<file path="src/verilog/atc_regs.vh">
// Register offsets, field positions, reset values and decode constants.
`ifndef ATC_REGS_VH
`define ATC_REGS_VH
`define ATC_ADDR_SLOT_CTRL 8'h26
`define ATC_ADDR_OVF_STICKY 8'h2a
`define ATC_ADDR_OVF_LIVE 8'h2b
`define ATC_ADDR_AGC_STICKY 8'h2d
`define ATC_ADDR_RSV_LO 8'h27
`define ATC_ADDR_RSV_HI 8'h29
`define ATC_ADDR_RSV_44 8'h2c
`define ATC_SLOT_CTRL_RST 8'h02
`define ATC_SLOT_CTRL_WMASK 8'h1f
`define ATC_BIT_SWAP 4
`define ATC_BIT_EN_HI 3
`define ATC_BIT_EN_LO 2
`define ATC_BIT_EARLY_TRI 1
`define ATC_BIT_SLOT_MODE 0
`define ATC_BIT_OVF_LEFT 3
`define ATC_BIT_OVF_RIGHT 2
`define ATC_BIT_OVF_SHIFT 1
`define ATC_BIT_NOISE_LEFT 6
`define ATC_BIT_NOISE_RIGHT 5
`define ATC_BIT_DSP_STD 4
`define ATC_BIT_DSP_AUX 3
`define ATC_EN_BOTH 2'h0
`define ATC_EN_LEFT 2'h1
`define ATC_EN_RIGHT 2'h2
`define ATC_EN_NONE 2'h3
`endif

</file>
<file path="src/verilog/atc_sticky.v">
// Sticky flag bank: set by events, cleared by a read, set wins.
module atc_sticky #(
  parameter WIDTH = 5
) (
  input wire i_ref_clk,
  input wire i_rst,
  input wire [WIDTH-1:0] i_event,
  input wire i_clear,
  output reg [WIDTH-1:0] o_flags
);
  wire [WIDTH-1:0] flags_next;

  genvar g;
  generate
    for (g = 0; g < WIDTH; g = g + 1) begin : g_flag
      // Set wins over the read clear so an event in the read cycle is kept.
      assign flags_next[g] = i_event[g] | (o_flags[g] & ~i_clear);
    end
  endgenerate

  always @(posedge i_ref_clk) begin
    if (i_rst) begin
      o_flags <= {WIDTH{1'b0}};
    end else begin
      o_flags <= flags_next;
    end
  end
endmodule // atc_sticky

</file>
<file path="src/verilog/atc_ctrl.v">
// Serial slot control and overflow/AGC/DSP flag registers.
`include "atc_regs.vh"

module atc_ctrl (
  input wire i_ref_clk,
  input wire i_rst,
  input wire [7:0] i_reg_addr,
  input wire i_reg_wr,
  input wire [7:0] i_reg_wdata,
  input wire i_reg_rd,
  input wire [7:0] i_first_slot_offset,
  input wire [7:0] i_second_slot_offset,
  input wire [15:0] i_left_data,
  input wire [15:0] i_right_data,
  input wire i_ovf_left,
  input wire i_ovf_right,
  input wire i_ovf_shift,
  input wire i_noise_left,
  input wire i_noise_right,
  input wire i_dsp_std_int,
  input wire i_dsp_aux_int,
  output reg [7:0] o_reg_rdata,
  output reg [15:0] o_ch1_data,
  output reg [15:0] o_ch2_data,
  output reg o_ch1_en,
  output reg o_ch2_en,
  output reg o_early_tristate,
  output reg [7:0] o_ch1_offset,
  output reg [7:0] o_ch2_offset,
  output reg o_ch2_offset_from_ch1_end
);
  reg [4:0] ctrl_reg;
  reg [2:0] live_reg;
  wire rd_ovf;
  wire rd_agc;
  wire wr_ctrl;
  wire [2:0] ovf_flags;
  wire [3:0] agc_flags;
  wire [2:0] ovf_events;
  wire [3:0] agc_events;
  wire swap;
  wire [1:0] en_code;
  wire slot_mode;
  wire [7:0] ctrl_rst_val;
  wire [7:0] wdata_masked;
  reg [7:0] rdata_next;

  // True when a strobe targets the given register offset.
  function addr_hit;
    input strobe;
    input [7:0] addr;
    input [7:0] target;
    begin
      addr_hit = strobe && (addr == target);
    end
  endfunction

  // True when the enable code lets out the channel with the given sole code.
  function chan_enabled;
    input [1:0] code;
    input [1:0] sole;
    begin
      chan_enabled = (code == `ATC_EN_BOTH) || (code == sole);
    end
  endfunction

  // Places the three overflow bits at their register positions.
  function [7:0] ovf_layout;
    input [2:0] bits;
    begin
      ovf_layout = 8'h00;
      ovf_layout[`ATC_BIT_OVF_LEFT] = bits[2];
      ovf_layout[`ATC_BIT_OVF_RIGHT] = bits[1];
      ovf_layout[`ATC_BIT_OVF_SHIFT] = bits[0];
    end
  endfunction

  assign rd_ovf = addr_hit(i_reg_rd, i_reg_addr, `ATC_ADDR_OVF_STICKY);
  assign rd_agc = addr_hit(i_reg_rd, i_reg_addr, `ATC_ADDR_AGC_STICKY);
  assign wr_ctrl = addr_hit(i_reg_wr, i_reg_addr, `ATC_ADDR_SLOT_CTRL);
  assign ovf_events = {i_ovf_left, i_ovf_right, i_ovf_shift};
  assign agc_events = {i_noise_left, i_noise_right,
                       i_dsp_std_int, i_dsp_aux_int};
  assign ctrl_rst_val = `ATC_SLOT_CTRL_RST;
  assign wdata_masked = i_reg_wdata & `ATC_SLOT_CTRL_WMASK;
  assign swap = ctrl_reg[`ATC_BIT_SWAP];
  assign en_code = ctrl_reg[`ATC_BIT_EN_HI:`ATC_BIT_EN_LO];
  assign slot_mode = ctrl_reg[`ATC_BIT_SLOT_MODE];

  // Only the control register is writable; reserved addresses are ignored.
  always @(posedge i_ref_clk) begin
    if (i_rst) begin
      ctrl_reg <= ctrl_rst_val[4:0];
    end else if (wr_ctrl) begin
      ctrl_reg <= wdata_masked[4:0];
    end
  end

  // Overflow flags: bit 2 left, bit 1 right, bit 0 shifter.
  atc_sticky #(.WIDTH(3)) u_ovf (
    .i_ref_clk(i_ref_clk),
    .i_rst(i_rst),
    .i_event(ovf_events),
    .i_clear(rd_ovf),
    .o_flags(ovf_flags)
  );

  // AGC and DSP flags: noise left, noise right, std, aux.
  atc_sticky #(.WIDTH(4)) u_agc (
    .i_ref_clk(i_ref_clk),
    .i_rst(i_rst),
    .i_event(agc_events),
    .i_clear(rd_agc),
    .o_flags(agc_flags)
  );

  always @(posedge i_ref_clk) begin
    if (i_rst) begin
      live_reg <= 3'h0;
    end else begin
      live_reg <= ovf_events;
    end
  end

  always @* begin
    rdata_next = 8'h00;
    case (i_reg_addr)
      `ATC_ADDR_SLOT_CTRL: begin
        rdata_next = {3'h0, ctrl_reg};
      end
      `ATC_ADDR_OVF_STICKY: begin
        rdata_next = ovf_layout(ovf_flags);
      end
      `ATC_ADDR_OVF_LIVE: begin
        rdata_next = ovf_layout(live_reg);
      end
      `ATC_ADDR_AGC_STICKY: begin
        rdata_next[`ATC_BIT_NOISE_LEFT] = agc_flags[3];
        rdata_next[`ATC_BIT_NOISE_RIGHT] = agc_flags[2];
        rdata_next[`ATC_BIT_DSP_STD] = agc_flags[1];
        rdata_next[`ATC_BIT_DSP_AUX] = agc_flags[0];
      end
      default: begin
        rdata_next = 8'h00;
      end
    endcase
  end

  always @(posedge i_ref_clk) begin
    if (i_rst) begin
      o_reg_rdata <= 8'h00;
    end else if (i_reg_rd) begin
      o_reg_rdata <= rdata_next;
    end
  end

  // Channel data after the optional swap.
  always @(posedge i_ref_clk) begin
    if (i_rst) begin
      o_ch1_data <= 16'h0000;
      o_ch2_data <= 16'h0000;
    end else if (swap) begin
      o_ch1_data <= i_right_data;
      o_ch2_data <= i_left_data;
    end else begin
      o_ch1_data <= i_left_data;
      o_ch2_data <= i_right_data;
    end
  end

  // Channel send enables from the two-bit code.
  always @(posedge i_ref_clk) begin
    if (i_rst) begin
      o_ch1_en <= 1'b0;
      o_ch2_en <= 1'b0;
    end else begin
      o_ch1_en <= chan_enabled(en_code, `ATC_EN_LEFT);
      o_ch2_en <= chan_enabled(en_code, `ATC_EN_RIGHT);
    end
  end

  // Early tristate option follows its control bit.
  always @(posedge i_ref_clk) begin
    if (i_rst) begin
      o_early_tristate <= 1'b1;
    end else begin
      o_early_tristate <= ctrl_reg[`ATC_BIT_EARLY_TRI];
    end
  end

  // Slot offsets: channel two takes the second offset only in slot mode.
  always @(posedge i_ref_clk) begin
    if (i_rst) begin
      o_ch1_offset <= 8'h00;
      o_ch2_offset <= 8'h00;
      o_ch2_offset_from_ch1_end <= 1'b0;
    end else if (slot_mode) begin
      o_ch1_offset <= i_first_slot_offset;
      o_ch2_offset <= i_second_slot_offset;
      o_ch2_offset_from_ch1_end <= 1'b1;
    end else begin
      o_ch1_offset <= i_first_slot_offset;
      o_ch2_offset <= i_first_slot_offset;
      o_ch2_offset_from_ch1_end <= 1'b0;
    end
  end
endmodule // atc_ctrl

</file>
<file path="config.mk">
export PLATFORM = sky130hd
export DESIGN_NAME = atc_ctrl
export DESIGN_NICKNAME = d
export VERILOG_FILES = /design/src/verilog/atc_sticky.v /design/src/verilog/atc_ctrl.v
export VERILOG_INCLUDE_DIRS = /design/src /design/src/verilog
export SDC_FILE = /design/constraint.sdc
export NUM_CORES = 1
export LEC_CHECK = 0
export ABC_CLOCK_PERIOD_IN_PS = 1900
export BUFFER_PORTS_ARGS = -buffer_cell sky130_fd_sc_hd__buf_2
export CAP_MARGIN = 20
export CORE_UTILIZATION = 49
export DETAILED_ROUTE_END_ITERATION = 6
export PLACE_DENSITY_LB_ADDON = 0.15
export SYNTH_ARGS = -nofsm -noshare
export SYNTH_HDL_FRONTEND = slang
export SYNTH_HIERARCHICAL = 1
export SYNTH_SLANG_ARGS = --single-unit
</file>
<file path="constraint.sdc">
create_clock -name i_ref_clk -period 1.9 [get_ports i_ref_clk]
set_input_delay 0.285 -clock i_ref_clk [delete_from_list [all_inputs] [get_ports i_ref_clk]]
set_output_delay 0.285 -clock i_ref_clk [all_outputs]
set_load 0.01 [all_outputs]
</file>
==> qor.log <==
[critical_path] type of the worst setup path flop to flop
[synthesis] synth warn 6
[critical_path] Worst EP arrival 1.40 ns
[synthesis] area of the mapped netlist 2800 sq um
[cells_and_area] Final #Nets 470
[hold_path] number of cells on the worst hold path 2
[sta] final worst hold slack 0.172 ns
[clocking] clock slew at reported path FFs 0.07 ns
[grt] maximum number of pins on one net before global-route repair 31
[sta] final worst clock skew 0.00526 ns
[cells_and_area] layout overhead on the synthesized area 32.0%
[status] status completed
[cells_and_area] area used by multi-input combinational logic 1180 sq um
[critical_path] data required time at the worst endpoint 2.12 ns
[sta] fmax 854 MHz
[grt] most congested layer reported by global routing met2
[clocking] TritonCTS buffer count 9
[synthesis] flip-flop and latch count after synthesis 74
[route] antenna-violating nets left 0
[synthesis] prevailing post-synth register cell sky130_fd_sc_hd__dfxtp_1
[cells_and_area] most frequent cells in the layout sky130_fd_sc_hd__buf_2, sky130_fd_sc_hd__dfxtp_1, sky130_fd_sc_hd__nor2_1
[power_and_ir_drop] PnR Total Power 0.00318 W
[sta] total count of hold-check failures in the final report 0
[synthesis] net count of the mapped netlist 341
[cells_and_area] storage element area 1480 sq um
[grt] Global Route met1 Usage 22.7%
[cells_and_area] leading registers by flop count o_ch1_data: 16 flops, o_ch2_data: 16 flops
[clocking] clock tree from TritonCTS done
[power_and_ir_drop] worst supply voltage drop on vdd 800 uV
[power_and_ir_drop] leakage component of the power 1.67 nW
[hold_path] endpoint of the worst hold path live_reg[0]
[grt] GR Util met2 32.8%
[job] MaxCap Viol Count 0
[grt] GR Util All Layers 20.5%
[hold_path] launch instance of the worst min-delay path i_ovf_shift
[grt] number of global-route vias before repair 2097
[clocking] H-tree lvl count 3
[grt] first-pass GRT wire length 9390 um
[floorplanning] area enclosed by the die boundary 6030 sq um
[sta] aggregate negative setup slack 0 ns
[critical_path] worst reg2reg path endpoint o_ch2_data[7]
[critical_path] cells on worst reg2reg path 3
[grt] met3 Usage GRT 8.59%
[synthesis] count of flip-flops with a built-in enable after synthesis 0
[grt] antenna violations before repair 0
[clocking] number of buffers inserted to repair setup after CTS 0
[route] Routed WL 5810 um
[placed_design] DP Wirelength 4300 um
[route] total via count in the routed design 2238
[clocking] # resized after CTS 0
[placed_design] Port Buffer Count 130
[clocking] Root Buffer sky130_fd_sc_hd__clkbuf_8
[cells_and_area] fill cell count 438
[critical_path] crit start category flop
[critical_path] FF-to-FF setup slack 0.73 ns
[placed_design] area after detailed placement 3490 sq um
[sta] number of pins exceeding their max-slew limit in the final report 0
[sta] transition time at the pin with the least slew margin 0.565 ns
[floorplanning] number of core rows 27
[clocking] worst skew pair latency 0.33 ns
[synthesis] share of flip-flops with an asynchronous set or reset after synthesis 0%
[synthesis] Seq/Total Area, Yosys 52.9%
[clocking] CTS max path bufs 2
[clocking] post-cts hold buffer count 0
[route] DR vias/cell 4.75
[grt] final global-route overflow total 0
[sta] slew margin rel. 62.3%
[floorplanning] num ports 135
[cells_and_area] non-filler instance count after layout 471
[sta] period utilization 61.6%
[sta] RSZ-0062 raised after global routing no
[sta] final setup fails 0
[cells_and_area] layout cells sized above 1 40.1%
[synthesis] Synth Area per Inst 10.5 sq um
[cells_and_area] post-route cell area 3700 sq um
[placed_design] cell total after placement 456
[cells_and_area] most common cell after layout, fill and taps aside sky130_fd_sc_hd__buf_2
[synthesis] Synth Instances 266
[sta] shortest period the worst path allows 1.17 ns
[floorplanning] effective utilization at floorplan 50.9%
[power_and_ir_drop] Power per Cell Area 860 nW/um^2
[cells_and_area] Antenna Cells 0
[route] DR WL/cell 12.3 um
[route] # DRC 0
[synthesis] count of unique library cells instantiated by Yosys 34
[floorplanning] Core Box Area 5510 sq um
[route] number of search-and-repair iterations in the first detailed-routing pass 4
[floorplanning] chip height 77.6 um
[route] number of DRC violations after detailed-routing iteration 0 49
[placed_design] routability congestion estimate from global placement 0.731
[critical_path] r2r startpoint ctrl_reg[4]
[floorplanning] horizontal extent of the die 77.6 um
[critical_path] category of the worst setup path capture point flop
[critical_path] critical-path maximum fanout 26
[clocking] number of clock sinks seen by CTS 74
[hold_path] classification of the worst-slack hold path primary input to flop
==> per-stage QoR <==
stage / worst slack (ns) / utilization [%]
detailed placement: 0.410 / 63.5
global placement: 0.421 / 63.5
global route: 0.624 / 67.2
CTS: 0.726 / 67.2
finish: 0.729 / 67.2
floorplan: 0.541 / -
==> metal layers <==
layer  vias up  wire length, um
li1       1150                -
met1       989             2360
met2        85             2780
met3        14              534
met4         0              136
met5         -                0
==> final cells by class <==
type | instances | area share (%)
clock buffer | 13 | 4.57
sequential | 74 | 40.1
timing repair buffer | 136 | 19.1
tap | 72 | 2.44
inverter | 9 | 0.913
clock inverter | 2 | 0.947
multi-input combinational | 165 | 31.9
==> critical path: stages (launching register included) <==
cell and delay, ns:
sky130_fd_sc_hd__dfxtp_2 0.49, sky130_fd_sc_hd__buf_12 0.25, sky130_fd_sc_hd__mux2i_1 0.24, sky130_fd_sc_hd__nor2_1 0.07
==> cells by family (layout without fill, tap and decap cells) <==
| logic type | count (synthesis) | after routing | share of synthesized area [%] |
|---|---|---|---|
| other cells | 1 | 1 | 0.134 |
| flops | 74 | 74 | 52.9 |
| compound gates | 20 | 20 | 5.76 |
| mux | 46 | 46 | 16.7 |
| buf+inv | 27 | 160 | 5.04 |
| simple gates | 98 | 98 | 19.6 |
==> worst max-delay path by stage <==
stage / end / slack (ns) / cells after the start / from
6_report: o_ch2_data[7] / 0.73 / 3 / ctrl_reg[4]
5_1_grt: u_ovf/o_flags[2] / 0.62 / 5 / i_reg_addr[2]
3_5_place_dp: ctrl_reg[0] / 0.41 / 4 / i_reg_addr[2]
3_3_place_gp: u_ovf/o_flags[2] / 0.42 / 6 / i_reg_addr[4]
4_1_cts: o_ch2_data[7] / 0.73 / 3 / ctrl_reg[4]
2_1_floorplan: ctrl_reg[0] / 0.54 / 5 / i_reg_addr[3]
==> where the power goes <==
group          switching (W)  internal (W)  total, W  leakage [nW]
sequential         0.0000181       0.00162   0.00164         0.614
combinational       0.000165      0.000149  0.000314         0.952
clock               0.000521      0.000706   0.00123         0.106
==> synthesized netlist by cell type, types with 4 or more instances <==
cell type,number,area share [%]
sky130_fd_sc_hd__inv_1,8,1.1
sky130_fd_sc_hd__nand2_1,7,0.94
sky130_fd_sc_hd__buf_6,4,1.6
sky130_fd_sc_hd__nand2b_1,13,2.9
sky130_fd_sc_hd__nand4_1,6,1.3
sky130_fd_sc_hd__mux2i_1,44,16
sky130_fd_sc_hd__nand3b_1,4,1.1
sky130_fd_sc_hd__nor2b_1,13,2.9
sky130_fd_sc_hd__clkbuf_1,8,1.1
sky130_fd_sc_hd__nor2_1,45,6.0
sky130_fd_sc_hd__a21oi_1,10,1.8
sky130_fd_sc_hd__buf_2,5,0.89
sky130_fd_sc_hd__dfxtp_1,74,53
(Power assumes the default switching activity.)
